`config.mk`:
```
export PLATFORM = sky130hd
export DESIGN_NAME = clkcfg_device_flat
export DESIGN_NICKNAME = d
export VERILOG_FILES = /design/src/hdl/clkcfg_pkg.sv /design/src/hdl/clkcfg_if.sv /design/src/hdl/clkcfg_device.sv /design/src/flat_wrapper.sv
export VERILOG_INCLUDE_DIRS = /design/src /design/src/hdl
export SDC_FILE = /design/constraint.sdc
export NUM_CORES = 1
export LEC_CHECK = 0
export BUFFER_PORTS_ARGS = -buffer_cell sky130_fd_sc_hd__buf_2
export CORE_MARGIN = 2
export CORE_UTILIZATION = 50
export CTS_CLUSTER_DIAMETER = 60
export DETAILED_ROUTE_END_ITERATION = 7
export PLACE_DENSITY = 0.69
export SYNTH_ARGS = -nofsm -noshare
export SYNTH_HDL_FRONTEND = slang
export SYNTH_SLANG_ARGS = --single-unit
export TNS_END_PERCENT = 100
```
`constraint.sdc`:
```
create_clock -name clk -period 2.97 [get_ports clk]
set_clock_uncertainty 0.1 [all_clocks]
set_input_delay 0.297 -clock clk [delete_from_list [all_inputs] [get_ports clk]]
set_output_delay 0.297 -clock clk [all_outputs]
set_load 0.005 [all_outputs]
```
`src/hdl/clkcfg_cfg.svh`:
```
// offsets, field positions, reset values and timing counts
`ifndef CLKCFG_CFG_SVH
`define CLKCFG_CFG_SVH
`define OFS_PLL_INPUT_DIVIDER 7'h04
`define OFS_PLL_SETTING_0 7'h06
`define OFS_PLL_SETTING_1 7'h08
`define OFS_PLL_SETTING_2 7'h0A
`define OFS_PLL_SETTING_3 7'h0C
`define OFS_PLL_MULTIPLIER 7'h0E
`define OFS_DUMMY_INCREMENT 7'h10
`define OFS_CLOCK_SOURCE_SELECT 7'h12
`define OFS_MEM_PORT_LO 7'h48
`define OFS_GAMMA_DATA 7'h54
`define OFS_SLEEP 7'h56
`define OFS_CTL_CMD 7'h00
`define OFS_CTL_STATUS 7'h01
`define OFS_CTL_MASK 7'h02
`define OFS_CTL_ADDR 7'h03
`define OFS_CTL_WDATA 7'h04
`define OFS_CTL_RDATA 7'h05
`define BIT_LOCK 7
`define BIT_SRC_SEL 0
`define BIT_SLEEP 1
`define RESET_BYTE 8'h00
`define SETTING_0_VALUE 8'hF8
`define SETTING_1_VALUE 8'h80
`define SETTING_2_VALUE 8'h28
`define SETTING_3_VALUE 8'h00
`define SETTLE_MS 10
`define CLK_MHZ 125
`define SETTLE_CYCLES (`SETTLE_MS * 1000 * `CLK_MHZ)
`endif

```
`src/hdl/clkcfg_pkg.sv`:
```
// types of the clock configuration link, used only by the clock block end
package clkcfg_pkg;
   typedef enum logic [1:0] {
      BUS_IDLE = 2'b00,
      BUS_WRITE = 2'b01,
      BUS_READ = 2'b10
   } bus_op_t;
   typedef enum logic [1:0] {
      PLL_OFF = 2'b00,
      PLL_SETTLING = 2'b01,
      PLL_LOCKED = 2'b10
   } pll_state_t;
endpackage : clkcfg_pkg

```
`src/hdl/clkcfg_if.sv`:
```
// parallel host bus between the clock block and its host controller
`timescale 1ns/1ps
interface clkcfg_if;
   logic cs;
   logic dc;
   logic wr;
   logic rd;
   logic [15:0] md_host;
   logic [15:0] md_dev;
   logic md_dev_oe;
   logic bus_width_config_pin;
   modport device (
      input cs,
      input dc,
      input wr,
      input rd,
      input md_host,
      input bus_width_config_pin,
      output md_dev,
      output md_dev_oe
   );
   modport host (
      output cs,
      output dc,
      output wr,
      output rd,
      output md_host,
      output bus_width_config_pin,
      input md_dev,
      input md_dev_oe
   );
endinterface : clkcfg_if

```
`src/hdl/clkcfg_device.sv`:
```
// clock block of the lcd controller: registers, pll model, panel divider
`timescale 1ns/1ps
`include "clkcfg_cfg.svh"
module clkcfg_device #(
   parameter int unsigned SETTLE_CYCLES = `SETTLE_CYCLES
) (
   // clock and reset
   input wire logic clk,
   input wire logic rst,
   // host bus
   clkcfg_if.device bus,
   // reference clock and clock outputs
   input wire logic ref_clock_input,
   output logic system_clock,
   output logic panel_clock,
   output logic pll_input_clock,
   // clock availability for memory, gamma and panel users
   output logic mem_access_ok,
   output logic panel_out_ok,
   // memory and gamma data ports
   output logic [15:0] mem_wdata,
   output logic mem_wstrobe,
   output logic [17:0] mem_addr,
   output logic gamma_wstrobe,
   output logic [7:0] gamma_wdata
);
   logic [6:0] addr_r;
   logic wr_d_r;
   logic rd_d_r;
   logic [5:0] div_r;
   logic [7:0] set_r [0:3];
   logic [6:0] mult_r;
   logic [7:0] spare_r;
   logic [4:0] pdiv_r;
   logic src_r;
   logic sleep_r;
   logic [7:0] hi_byte_r;
   clkcfg_pkg::pll_state_t pll_state_r;
   logic [31:0] settle_r;
   logic [5:0] ref_cnt_r;
   logic pllin_r;
   logic [6:0] mul_cnt_r;
   logic pllout_r;
   logic [4:0] pc_cnt_r;
   logic pc_hi_r;
   logic sys_d_r;
   logic [15:0] rdata_r;
   logic [17:0] mem_addr_r;
   logic [15:0] mem_wdata_r;
   logic mem_wstrobe_r;
   logic gamma_wstrobe_r;
   logic [7:0] gamma_wdata_r;
   logic wr_edge;
   logic rd_edge;
   logic cfg_write;
   logic [7:0] wbyte;

   ////////////////////////////////////////////////////////////////////////////
   // bus cycle decode: registers update on the strobe edge itself
   assign wr_edge = bus.cs && bus.wr && !wr_d_r;
   assign rd_edge = bus.cs && bus.rd && !rd_d_r;
   assign wbyte = bus.md_host[7:0];
   assign cfg_write = wr_edge && bus.dc;

   always_ff @(posedge clk) begin
      if (rst) begin
         wr_d_r <= 1'b0;
         rd_d_r <= 1'b0;
      end else begin
         wr_d_r <= bus.cs && bus.wr;
         rd_d_r <= bus.cs && bus.rd;
      end
   end

   // address pointer: command phase loads it, data writes advance it except at the memory and gamma ports
   always_ff @(posedge clk) begin
      if (rst) begin
         addr_r <= 7'h00;
      end else if (wr_edge && !bus.dc) begin
         addr_r <= bus.md_host[6:0];
      end else if (cfg_write && addr_r != `OFS_MEM_PORT_LO && addr_r != `OFS_GAMMA_DATA) begin
         addr_r <= addr_r + 7'h02;
      end
   end

   ////////////////////////////////////////////////////////////////////////////
   // configuration registers, all zero after reset
   always_ff @(posedge clk) begin
      if (rst) begin
         div_r <= 6'h00;
         mult_r <= 7'h00;
         spare_r <= `RESET_BYTE;
         pdiv_r <= 5'h00;
         src_r <= 1'b0;
         sleep_r <= 1'b0;
         for (int i = 0; i < 4; i++) begin
            set_r[i] <= `RESET_BYTE;
         end
      end else if (cfg_write) begin
         unique case (addr_r)
            `OFS_PLL_INPUT_DIVIDER: div_r <= wbyte[5:0];
            `OFS_PLL_SETTING_0: set_r[0] <= wbyte;
            `OFS_PLL_SETTING_1: set_r[1] <= wbyte;
            `OFS_PLL_SETTING_2: set_r[2] <= wbyte;
            `OFS_PLL_SETTING_3: set_r[3] <= wbyte;
            `OFS_PLL_MULTIPLIER: mult_r <= wbyte[6:0];
            `OFS_DUMMY_INCREMENT: spare_r <= wbyte;
            `OFS_CLOCK_SOURCE_SELECT: begin
               pdiv_r <= wbyte[7:3];
               src_r <= wbyte[`BIT_SRC_SEL];
            end
            `OFS_SLEEP: sleep_r <= wbyte[`BIT_SLEEP];
            default: ;
         endcase
      end
   end

   ////////////////////////////////////////////////////////////////////////////
   // memory and gamma ports; refused while the system clock is unusable
   always_ff @(posedge clk) begin
      if (rst) begin
         mem_addr_r <= 18'h00000;
         mem_wdata_r <= 16'h0000;
         mem_wstrobe_r <= 1'b0;
         gamma_wstrobe_r <= 1'b0;
         gamma_wdata_r <= 8'h00;
         hi_byte_r <= 8'h00;
      end else begin
         mem_wstrobe_r <= 1'b0;
         gamma_wstrobe_r <= 1'b0;
         if (cfg_write && addr_r == `OFS_MEM_PORT_LO && mem_access_ok) begin
            if (bus.bus_width_config_pin) begin
               mem_wdata_r <= bus.md_host;
               mem_wstrobe_r <= 1'b1;
               mem_addr_r <= mem_addr_r + 18'h00002;
            end else begin
               hi_byte_r <= wbyte;
               mem_wdata_r <= {wbyte, hi_byte_r};
               mem_wstrobe_r <= mem_addr_r[0];
               mem_addr_r <= mem_addr_r + 18'h00001;
            end
         end
         if (cfg_write && addr_r == `OFS_GAMMA_DATA && mem_access_ok) begin
            gamma_wdata_r <= wbyte;
            gamma_wstrobe_r <= 1'b1;
         end
      end
   end

   ////////////////////////////////////////////////////////////////////////////
   // pll lock: settles only out of sleep, restarts on any input divider or multiplier write
   always_ff @(posedge clk) begin
      if (rst) begin
         pll_state_r <= clkcfg_pkg::PLL_OFF;
         settle_r <= 32'h00000000;
      end else if (sleep_r) begin
         pll_state_r <= clkcfg_pkg::PLL_OFF;
         settle_r <= 32'h00000000;
      end else if (cfg_write && (addr_r == `OFS_PLL_INPUT_DIVIDER ||
                                 addr_r == `OFS_PLL_MULTIPLIER)) begin
         pll_state_r <= clkcfg_pkg::PLL_SETTLING;
         settle_r <= 32'h00000000;
      end else begin
         unique case (pll_state_r)
            clkcfg_pkg::PLL_OFF: pll_state_r <= clkcfg_pkg::PLL_SETTLING;
            clkcfg_pkg::PLL_SETTLING: begin
               settle_r <= settle_r + 32'h00000001;
               if (settle_r >= SETTLE_CYCLES - 1) begin
                  pll_state_r <= clkcfg_pkg::PLL_LOCKED;
               end
            end
            clkcfg_pkg::PLL_LOCKED: ;
            default: pll_state_r <= clkcfg_pkg::PLL_OFF;
         endcase
      end
   end

   ////////////////////////////////////////////////////////////////////////////
   // pll model: one input edge per div+1 clocks, one output edge per mult+1 clocks, counted independently
   always_ff @(posedge clk) begin
      if (rst) begin
         ref_cnt_r <= 6'h00;
         pllin_r <= 1'b0;
         mul_cnt_r <= 7'h00;
         pllout_r <= 1'b0;
      end else begin
         if (ref_cnt_r >= div_r) begin
            ref_cnt_r <= 6'h00;
            pllin_r <= ~pllin_r;
         end else begin
            ref_cnt_r <= ref_cnt_r + 6'h01;
         end
         if (mul_cnt_r >= mult_r) begin
            mul_cnt_r <= 7'h00;
            pllout_r <= ~pllout_r;
         end else begin
            mul_cnt_r <= mul_cnt_r + 7'h01;
         end
      end
   end

   // source select; pll side stands low until locked
   assign system_clock = src_r ? (pllout_r && pll_state_r == clkcfg_pkg::PLL_LOCKED)
                               : ref_clock_input;
   assign pll_input_clock = pllin_r;
   assign mem_access_ok = !src_r || pll_state_r == clkcfg_pkg::PLL_LOCKED;
   assign panel_out_ok = mem_access_ok && pdiv_r != 5'h00;

   ////////////////////////////////////////////////////////////////////////////
   // panel clock: toggles every pdiv+1 system clock edges, so odd ratios stay 50/50
   always_ff @(posedge clk) begin
      if (rst) begin
         sys_d_r <= 1'b0;
         pc_cnt_r <= 5'h00;
         pc_hi_r <= 1'b0;
      end else begin
         sys_d_r <= system_clock;
         if (pdiv_r == 5'h00) begin
            pc_cnt_r <= 5'h00;
            pc_hi_r <= 1'b0;
         end else if (system_clock != sys_d_r) begin
            if (pc_cnt_r >= pdiv_r) begin
               pc_cnt_r <= 5'h00;
               pc_hi_r <= ~pc_hi_r;
            end else begin
               pc_cnt_r <= pc_cnt_r + 5'h01;
            end
         end
      end
   end

   assign panel_clock = pc_hi_r;

   ////////////////////////////////////////////////////////////////////////////
   // read data: one cycle after the read strobe edge, lock bit live
   always_ff @(posedge clk) begin
      if (rst) begin
         rdata_r <= 16'h0000;
      end else if (rd_edge) begin
         unique case (addr_r)
            `OFS_PLL_INPUT_DIVIDER: rdata_r <= {8'h00,
               pll_state_r == clkcfg_pkg::PLL_LOCKED, 1'b0, div_r};
            `OFS_PLL_SETTING_0: rdata_r <= {8'h00, set_r[0]};
            `OFS_PLL_SETTING_1: rdata_r <= {8'h00, set_r[1]};
            `OFS_PLL_SETTING_2: rdata_r <= {8'h00, set_r[2]};
            `OFS_PLL_SETTING_3: rdata_r <= {8'h00, set_r[3]};
            `OFS_PLL_MULTIPLIER: rdata_r <= {9'h000, mult_r};
            `OFS_DUMMY_INCREMENT: rdata_r <= {8'h00, spare_r};
            `OFS_CLOCK_SOURCE_SELECT: rdata_r <= {8'h00, pdiv_r, 2'b00, src_r};
            `OFS_SLEEP: rdata_r <= {14'h0000, sleep_r, 1'b0};
            default: rdata_r <= 16'h0000;
         endcase
      end
   end

   assign bus.md_dev = rdata_r;
   assign bus.md_dev_oe = rd_d_r;
   assign mem_addr = mem_addr_r;
   assign mem_wdata = mem_wdata_r;
   assign mem_wstrobe = mem_wstrobe_r;
   assign gamma_wstrobe = gamma_wstrobe_r;
   assign gamma_wdata = gamma_wdata_r;
endmodule : clkcfg_device

```
`src/flat_wrapper.sv`:
```
// flat-port wrapper written by rule: the top's interface ports become plain ports
module clkcfg_device_flat 
#(
   parameter int unsigned SETTLE_CYCLES = `SETTLE_CYCLES
)
  (clk, rst, ref_clock_input, system_clock, panel_clock, pll_input_clock, mem_access_ok, panel_out_ok, mem_wdata, mem_wstrobe, mem_addr, gamma_wstrobe, gamma_wdata, bus_cs, bus_dc, bus_wr, bus_rd, bus_md_host, bus_bus_width_config_pin, bus_md_dev, bus_md_dev_oe);
  clkcfg_if bus_i ();
  input wire logic clk;
  input wire logic rst;
  input wire logic ref_clock_input;
  output logic system_clock;
  output logic panel_clock;
  output logic pll_input_clock;
  output logic mem_access_ok;
  output logic panel_out_ok;
  output logic [15:0] mem_wdata;
  output logic mem_wstrobe;
  output logic [17:0] mem_addr;
  output logic gamma_wstrobe;
  output logic [7:0] gamma_wdata;
  input wire logic [$bits(bus_i.cs)-1:0] bus_cs;
  input wire logic [$bits(bus_i.dc)-1:0] bus_dc;
  input wire logic [$bits(bus_i.wr)-1:0] bus_wr;
  input wire logic [$bits(bus_i.rd)-1:0] bus_rd;
  input wire logic [$bits(bus_i.md_host)-1:0] bus_md_host;
  input wire logic [$bits(bus_i.bus_width_config_pin)-1:0] bus_bus_width_config_pin;
  output wire logic [$bits(bus_i.md_dev)-1:0] bus_md_dev;
  output wire logic [$bits(bus_i.md_dev_oe)-1:0] bus_md_dev_oe;
  assign bus_i.cs = bus_cs;
  assign bus_i.dc = bus_dc;
  assign bus_i.wr = bus_wr;
  assign bus_i.rd = bus_rd;
  assign bus_i.md_host = bus_md_host;
  assign bus_i.bus_width_config_pin = bus_bus_width_config_pin;
  assign bus_md_dev = bus_i.md_dev;
  assign bus_md_dev_oe = bus_i.md_dev_oe;
  clkcfg_device #(.SETTLE_CYCLES(SETTLE_CYCLES)) u_core (.clk(clk), .rst(rst), .bus(bus_i), .ref_clock_input(ref_clock_input), .system_clock(system_clock), .panel_clock(panel_clock), .pll_input_clock(pll_input_clock), .mem_access_ok(mem_access_ok), .panel_out_ok(panel_out_ok), .mem_wdata(mem_wdata), .mem_wstrobe(mem_wstrobe), .mem_addr(mem_addr), .gamma_wstrobe(gamma_wstrobe), .gamma_wdata(gamma_wdata));
endmodule
```
==> results of run 1 <==
[power by group through the flow]
stage               Combinational, mW  Clock (mW)  Sequential, mW
floorplan                       0.203           0            2.65
global placement                0.287           0            2.65
detailed placement              0.288           0            2.65
CTS                             0.289        2.33            2.60
global route                    0.321        2.43            2.60
finish                          0.291        2.30            2.60
[logic make-up (layout without fill, tap and decap cells)]
kind of cell	after synthesis	in the layout
multiplexers	61	61
adder cells (fa/ha/maj)	25	25
buffers and inverters	97	160
AND/OR/NAND/NOR	389	389
other	1	8
AO/OA/AOI/OAI	173	173
XOR/XNOR	54	54
flip-flops	185	185
[per-stage QoR]
step                      hold slack (ps)  utilization [%]  setup slack [ps]  area [sq um]
after floorplan                     325.6                -             723.3          8956
after global placement              336.7            54.80             485.0          9512
after detailed placement            350.0            54.80             438.8          9512
after CTS                           12.54            58.22             444.6         10100
after global routing                29.60            58.22             143.4         10100
final                               25.14            58.22             390.3         10100
[sequential cells by signal, indices dropped and copies added (netlist names), 8 cells and up]
signal              cells
u_core.bus.md_dev       8
u_core.gamma_wdata      8
u_core.hi_byte_r        8
u_core.mem_addr        18
u_core.mem_wdata       16
u_core.set_r           32
u_core.settle_r        32
u_core.spare_r          8
[routing by layer]
layer / vias up / GRT usage [%] / share of wire, %
met1: 3303 / 31.43 / 47
met5: - / 0 / 0
met2: 182 / 36.82 / 46
met3: 32 / 4.599 / 5.0
li1: 3576 / - / -
met4: 0 / 7.503 / 1.8
[cells in the mapped netlist, types with 3 or more instances]
cell      count
and4_1        4
o21ai_0      37
xnor2_1      27
nor2b_1       9
xor2_1       27
or4_1         4
dfxtp_1     153
a221oi_1      4
nor4_1       11
buf_4         8
mux2i_1      54
a22oi_1       8
nor4_2        7
nand3_1      29
nand2_1      70
ha_1         25
a21oi_1      54
a211o_1       6
nand2b_1      7
o31ai_1       4
a22o_1        4
nor2_1      136
edfxtp_1     32
a31oi_1       5
nand4b_1      4
nor3b_1       4
nor3_1       13
a211oi_1     24
buf_1         6
a21boi_0      3
a21o_1        5
inv_1        30
and2_1       36
or3_1         7
and3_1        7
mux2_2        6
clkbuf_1     50
nand3b_1      9
nand4_1      22
[final timing paths]
path                                             to  slack (ps)
hold reg to reg   u_core.bus.md_dev[2]$_SDFFE_PP0P_         350
setup reg to reg    u_core.pc_cnt_r[3]$_SDFFE_PP0N_         390
setup / recovery    u_core.pc_cnt_r[3]$_SDFFE_PP0N_         390
hold / removal      u_core.bus.md_dev_oe$_SDFF_PP0_          30
[tightest hold or removal path, cell delays in order]
cell and delay (ps):
buf_2 90, nand2_1 60, nor2_1 70
[cell type report]
type | count | area (sq um) | area share (%)
Clock buffer | 20 | 456.7 | 4.520
Inverter | 30 | 112.6 | 1.114
Tap cell | 225 | 281.5 | 2.786
Timing Repair Buffer | 98 | 548.0 | 5.423
Sequential cell | 185 | 4024 | 39.82
Clock inverter | 12 | 136.4 | 1.350
Multi-Input combinational cell | 710 | 4546 | 44.99
==> results.toml, run 1 <==
[status]
status = "finished, final reports clean"

[route]
route.detailed.drc = 0
wl_per_cell_um = 16.31
wirelength_mm = 20.88
initialDrtViolationCount = 574
vias = 7093
drt_first_pass_iters = 4
drtAntennaViolNets = 0
post_drt_via_cell_ratio = 5.541

[timing]
setup_viol = 0
min_period_ps = 2580
fmax_mhz = 387.6
worstMarginPinSlew_ps = 823.2
slew_violations = 0
rsz0062_at_grt = "false"
final-hold-violation-count = 0
timing.final.crit_share_pct = 86.86
fin_setup_tns_ps = 0
relSlewSlack_pct = 44.73

[yosys]
synth.distinct_cells = 67
synth_edf_count = 32
async_flop_share_pct = 0
ys_seq_area_share_pct = 45.06
syn-instance-count = 985
synth-compound-area-share_pct = 12.41
synthMuxAreaShare_pct = 7.062
yosys.area.top_type_share_pct = 34.30
ys_ff_latch = 185
synth_area_leaders = "dfxtp_1, edfxtp_1, mux2i_1"
yosysWarnings = 0
yosysTopAreaCell = "dfxtp_1"
synth_top_family_by_area = "simple AND/OR/NAND/NOR gates"
synthAdderAreaFrac_pct = 3.503
synth_ff_type = "dfxtp_1"
synthSimpleGateAreaFrac_pct = 22.10
syn_area_sq_um = 8930
synth_xor_area_share_pct = 5.296
synth.avg_cell_area_sq_um = 9.066

[worst_setup_path]
cp-start-kind = "register"
reg2reg_from = "u_core.pll_state_r[0]$_SDFFE_PP0P_"
path_buf_inv = 0
max_stage_delay_ps = 710
crit_start = "u_core.pll_state_r[0]$_SDFFE_PP0P_"
crit_path_end_kind = "register"
cp_max_fo = 11
critPathKind = "reg2reg"
worst-r2r-cell-count = 5
cp.arrival_ps = 2830
cp_slowest_cell = "xnor2_1"
path_delay_family = "compound AO/OA/AOI/OAI gates"
worst_ep_required_time_ps = 3220
cp.depth = 5
crit_chain = "nand2b_1 > o22ai_1 > xnor2_1 > o21ai_0 > a21oi_1"

[min_path]
holdPathStages = 3
min_from = "bus_rd"
hp-class = "in2reg"

[clock_tree]
numCtsBuffers = 17
cts_resized = 0
post_cts_buffers = 0
cts_tree = "yes"
cts.sinks = 185
postCtsHoldBufs = 0
clockRootBuffer = "clkbuf_16"
cts_buffer_depth = 2
insertion_delay_ps = 430
clk_pin_slew_worst_paths_ps = 70
cts_htree_levels = 4

[global_routing]
grtUsageTotal_pct = 23.09
antenna_found_initial = 0
grt_overflow = 0
grt_first_pass_wirelength_mm = 34.03
first_global_vias = 6548
grt_max_degree = 57

[layout]
drive_gt1_share_pct = 14.31
area_growth_syn_to_layout_pct = 13.16
final_cell_mix = "dfxtp_1, nor2_1, buf_2"
fin_nets = 1091
n_antenna_cell = 0
mostFrequentLayoutCell = "dfxtp_1"
fillCellCount = 1536
instances_no_fill = 1280

[floorplanning]
fp.dieArea_sq_um = 18940
die_w_um = 137.6
die_h_um = 137.6
coreArea_sq_um = 17360
num_rows = 48
start_util_pct = 51.45
io-pin-count = 90

[placement]
port_buffers = 81
place_congestion = 0.8438
dp_cells = 1248
dp_hpwl_mm = 13.90

[pwr]
p_int_mw = 3.968
vdd_drop_max_uv = 370.9
power.density_nw_per_um2 = 512.9
pwr-share-clk_pct = 44.3
seq_power_share_pct = 50.1
total_power_mw = 5.182
p_leak_nw = 3.844
netSwitchingPower_mw = 1.214
p_comb_share_pct = 5.6
p_sw_share_pct = 23.43

[job]
maxCapViolCount = 0
Power figures use the tool's default switching activity.
==> run 2, diff against run 1 <==
--- a/config.mk
+++ b/config.mk
@@ -11,7 +11,8 @@
 export CORE_UTILIZATION = 50
 export CTS_CLUSTER_DIAMETER = 60
 export DETAILED_ROUTE_END_ITERATION = 7
-export PLACE_DENSITY = 0.69
+export PLACE_DENSITY = 0.72
+export RECOVER_POWER = 25
 export SYNTH_ARGS = -nofsm -noshare
 export SYNTH_HDL_FRONTEND = slang
 export SYNTH_SLANG_ARGS = --single-unit
==> constraint.sdc (replaced) <==
create_clock -name clk -period 2.35 [get_ports clk]
set_clock_uncertainty 0.1 [all_clocks]
set_input_delay 0.235 -clock clk [delete_from_list [all_inputs] [get_ports clk]]
set_output_delay 0.235 -clock clk [all_outputs]
set_load 0.005 [all_outputs]
==> results.toml, run 2 (synthesized netlist as in run 1, its figures left out) <==
[status]
status = "finished, final reports clean"

[route]
initialDrtViolationCount = 560
post_drt_via_cell_ratio = 5.632
wl_met1_mm = 9.659
drt_first_pass_iters = 5
drtAntennaViolNets = 0
highest_layer = "met4"
met3_length_mm = 1.132
wirelength_mm = 21.26
wl_per_cell_um = 16.23
wl_met2_mm = 10.06
route.detailed.drc = 0
vias = 7378

[timing]
rsz0062_at_grt = "false"
setup_viol = 0
timing.final.crit_share_pct = 95.61
worstMarginPinSlew_ps = 632.9
final-hold-violation-count = 0
slew_violations = 0
min_period_ps = 2247
fin_setup_tns_ps = 0
fmax_mhz = 445.1
relSlewSlack_pct = 57.50

[floorplanning]
io-pin-count = 90
start_util_pct = 51.45
die_w_um = 137.6
coreArea_sq_um = 17360
fp.dieArea_sq_um = 18940
die_h_um = 137.6
num_rows = 48

[layout]
utilization_pct = 59.33
area_growth_syn_to_layout_pct = 15.31
instances_no_fill = 1310
fin_nets = 1121
mostFrequentLayoutCell = "dfxtp_1"
drive_gt1_share_pct = 12.72
n_antenna_cell = 0
final_cell_mix = "dfxtp_1, nor2_1, nand2_1"

[clock_tree]
clockRootBuffer = "clkbuf_16"
cts_tree = "yes"
numCtsBuffers = 17
insertion_delay_ps = 430
cts_htree_levels = 4
cts_buffer_depth = 2
clk_pin_slew_worst_paths_ps = 70
post_cts_buffers = 0
cts.sinks = 185

[worst_setup_path]
worst-r2r-cell-count = 6
critPathKind = "reg2reg"
crit_start = "u_core.addr_r[1]$_SDFFE_PP0P_"
cp-start-kind = "register"
worst_ep_required_time_ps = 2560
reg2reg_from = "u_core.addr_r[1]$_SDFFE_PP0P_"
r2r_slack_ps = 100
endpoint = "u_core.mem_addr[11]$_SDFFE_PP0P_"
r2r-end = "u_core.mem_addr[11]$_SDFFE_PP0P_"
crit_path_end_kind = "register"
cp_max_fo = 23
cp.arrival_ps = 2460

[min_path]
holdPathStages = 3
hp-class = "in2reg"

[global_routing]
first_global_vias = 6762
antenna_found_initial = 0
grtUsageTotal_pct = 23.04
grt_overflow = 0
grt_first_pass_wirelength_mm = 34.05
grt_max_degree = 55

[pwr]
power.density_nw_per_um2 = 629.9
p_leak_nw = 3.821
vdd_drop_max_uv = 480.7
total_power_mw = 6.486

[job]
maxCapViolCount = 0

[placement]
place_congestion = 0.8485
port_buffers = 81
dp_cells = 1274
dp_hpwl_mm = 14.56
-- run 2: layout make-up --
cell class                      count  area (sq um)
Multi-Input combinational cell    710          4553
Tap cell                          225         281.5
Clock inverter                      8         87.58
Sequential cell                   185          4024
Clock buffer                       24         493.0
Fill cell                        1568          7059
Timing Repair Buffer              128         745.7
Inverter                           30         112.6
-- run 2: timing repair --
action | CTS | global route
endpoints found under the hold margin | 2 | 0
endpoints found under the setup margin | 0 | 7
hold buffers | 4 | 0
gates resized for setup | 0 | 3
-- run 2: worst min path at each step --
stage / startpoint / slack, ps / endpoint
3_5_place_dp: u_core.bus.md_dev[2]$_SDFFE_PP0P_ / 350 / u_core.bus.md_dev[2]$_SDFFE_PP0P_
4_1_cts: bus_md_host[13] / 40 / u_core.mem_wdata[13]$_SDFFE_PP0P_
2_1_floorplan: bus_cs / 270 / u_core.bus.md_dev_oe$_SDFF_PP0_
6_report: bus_md_host[10] / 40 / u_core.mem_wdata[10]$_SDFFE_PP0P_
5_1_grt: bus_md_host[13] / 50 / u_core.mem_wdata[13]$_SDFFE_PP0P_
3_3_place_gp: u_core.bus.md_dev[2]$_SDFFE_PP0P_ / 340 / u_core.bus.md_dev[2]$_SDFFE_PP0P_
-- run 2: worst max-delay path, stage by stage (launching register included) --
cell,delay [ps]
dfxtp_1,320
or4b_1,540
a2111o_1,410
buf_12,180
nor4b_1,360
xnor2_1,160
nor2_1,50
-- run 2: where the power goes --
group          switching, mW  internal [mW]  total (mW)
clock network           1.22           1.59        2.82
registers             0.0205           3.26        3.28
logic                  0.257          0.135       0.392
total                   1.50           4.99        6.49
-- run 2: per-stage QoR --
step	cell area, sq um	hold slack, ps	setup slack, ps
after floorplan	8956	272.8	103.3
after global placement	9719	339.6	125.2
after detailed placement	9719	351.5	125.0
after CTS	10340	35.43	103.0
after global routing	10300	48.31	15.31
final	10300	41.59	103.3
-- run 2: layer usage --
metal	GRT usage (%)	up-vias
met3	4.231	32
met4	8.419	0
li1	-	3629
met2	37.67	223
met5	0	-
met1	30.45	3494
==> run 3, diff against run 2 <==
--- a/config.mk
+++ b/config.mk
@@ -12,7 +12,7 @@
 export CTS_CLUSTER_DIAMETER = 60
 export DETAILED_ROUTE_END_ITERATION = 7
 export PLACE_DENSITY = 0.72
-export RECOVER_POWER = 25
+export RECOVER_POWER = 100
 export SYNTH_ARGS = -nofsm -noshare
 export SYNTH_HDL_FRONTEND = slang
 export SYNTH_SLANG_ARGS = --single-unit
==> results.toml, run 3 (synthesized netlist as in run 1, its figures left out) <==
[timing]
worstMarginPinSlew_ps = 633.4
setup_viol = 0
setup_slack_ps = 120.4
rsz0062_at_grt = "false"
slew_violations = 0
min_period_ps = 2230
timing.final.crit_share_pct = 94.88
relSlewSlack_pct = 57.47
final-hold-violation-count = 0
fin_setup_tns_ps = 0
fmax_mhz = 448.5

[status]
status = "finished, final reports clean"

[route]
vias = 7320
route.detailed.drc = 0
wl_per_cell_um = 16.28
drtAntennaViolNets = 0
wirelength_mm = 21.33
initialDrtViolationCount = 590
post_drt_via_cell_ratio = 5.588
drt_first_pass_iters = 5

[placement]
dp_hpwl_mm = 14.56
dp_cells = 1274
place_congestion = 0.8485
port_buffers = 81
dp_slack_ps = 125.0

[job]
maxCapViolCount = 0

[layout]
n_antenna_cell = 0
fillCellCount = 1587
fin_nets = 1121
final_cell_mix = "dfxtp_1, nor2_1, nand2_1"
instances_no_fill = 1310
area_growth_syn_to_layout_pct = 14.38
drive_gt1_share_pct = 11.43
mostFrequentLayoutCell = "dfxtp_1"

[floorplanning]
start_util_pct = 51.45
die_h_um = 137.6
die_w_um = 137.6
io-pin-count = 90
coreArea_sq_um = 17360
num_rows = 48
fp.dieArea_sq_um = 18940

[worst_setup_path]
worst-r2r-cell-count = 6
r2r_slack_ps = 120
crit_path_end_kind = "register"
cp-start-kind = "register"
cp.arrival_ps = 2440
critPathKind = "reg2reg"
cp_max_fo = 23
worst_ep_required_time_ps = 2560

[clock_tree]
numCtsBuffers = 17
cts_htree_levels = 4
insertion_delay_ps = 430
cts_tree = "yes"
cts.sinks = 185
post_cts_buffers = 0
clockRootBuffer = "clkbuf_16"
clk_pin_slew_worst_paths_ps = 70
cts_buffer_depth = 2

[pwr]
p_leak_nw = 3.771
vdd_drop_max_uv = 483.4
power.density_nw_per_um2 = 634.8
total_power_mw = 6.483

[global_routing]
antenna_found_initial = 0
grt_max_degree = 55
grtUsageTotal_pct = 23.04
grt_first_pass_wirelength_mm = 34.05
first_global_vias = 6762
grt_overflow = 0

[min_path]
holdPathStages = 3
hp-class = "in2reg"
-- run 3: cell count changes in the layout (fill, tap and decap cells not counted), moves of 6 or more --
cell      delta
clkbuf_2     +6
and2_1      -10
buf_4       -13
and2_0      +10
clkbuf_1     +7
-- run 3: repair_timing --
item                                    in CTS  in global routing
hold buffers                                 4                  0
hold endpoints to repair                     2                  0
gates resized for setup                      0                  3
endpoints found under the setup margin       0                  7
-- run 3: power by group --
part           switching (mW)  total (mW)  internal (mW)  leakage [nW]
registers              0.0203        3.28           3.26          1.56
logic                   0.257       0.386          0.129          1.92
clock network            1.23        2.82           1.59         0.284
total                    1.50        6.48           4.98          3.77
-- run 3: layer usage --
metal	vias up	track usage [%]	routed length [um]
met3	33	4.231	1069
met4	0	8.419	414
met5	-	0	0
met1	3457	30.45	9858
li1	3632	-	-
met2	198	37.67	9984
-- run 3: critical path: stages (launching register included) --
cell and delay, ps:
dfxtp_1 310, or4b_1 540, a2111o_1 410, buf_12 180, nor4b_1 360, xnor2_1 160
nor2_1 50
-- run 3: final cells by class --
cell class | instances | area, sq um | share of cell area, %
Multi-Input combinational cell | 710 | 4518 | 44.24
Timing Repair Buffer | 128 | 696.9 | 6.823
Tap cell | 225 | 281.5 | 2.756
Clock buffer | 24 | 493.0 | 4.827
Inverter | 30 | 112.6 | 1.103
Clock inverter | 8 | 87.58 | 0.8575
Sequential cell | 185 | 4024 | 39.40
-- run 3: path summary, 6_finish.rpt --
path                                  startpoint                                end
hold / removal                   bus_md_host[10]  u_core.mem_wdata[10]$_SDFFE_PP0P_
hold reg to reg   u_core.spare_r[6]$_SDFFE_PP0P_     u_core.spare_r[6]$_SDFFE_PP0P_
setup / recovery   u_core.addr_r[1]$_SDFFE_PP0P_   u_core.mem_addr[11]$_SDFFE_PP0P_
setup reg to reg   u_core.addr_r[1]$_SDFFE_PP0P_   u_core.mem_addr[11]$_SDFFE_PP0P_
-- run 3: through the flow --
stage | utilization (%) | hold WS [ps] | cell area [sq um]
6_report | 58.85 | 41.31 | 10210
4_1_cts | 59.57 | 35.43 | 10340
5_1_grt | 58.85 | 48.27 | 10210
3_5_place_dp | 56.00 | 351.5 | 9719
3_3_place_gp | 56.00 | 339.6 | 9719
2_1_floorplan | - | 272.8 | 8956
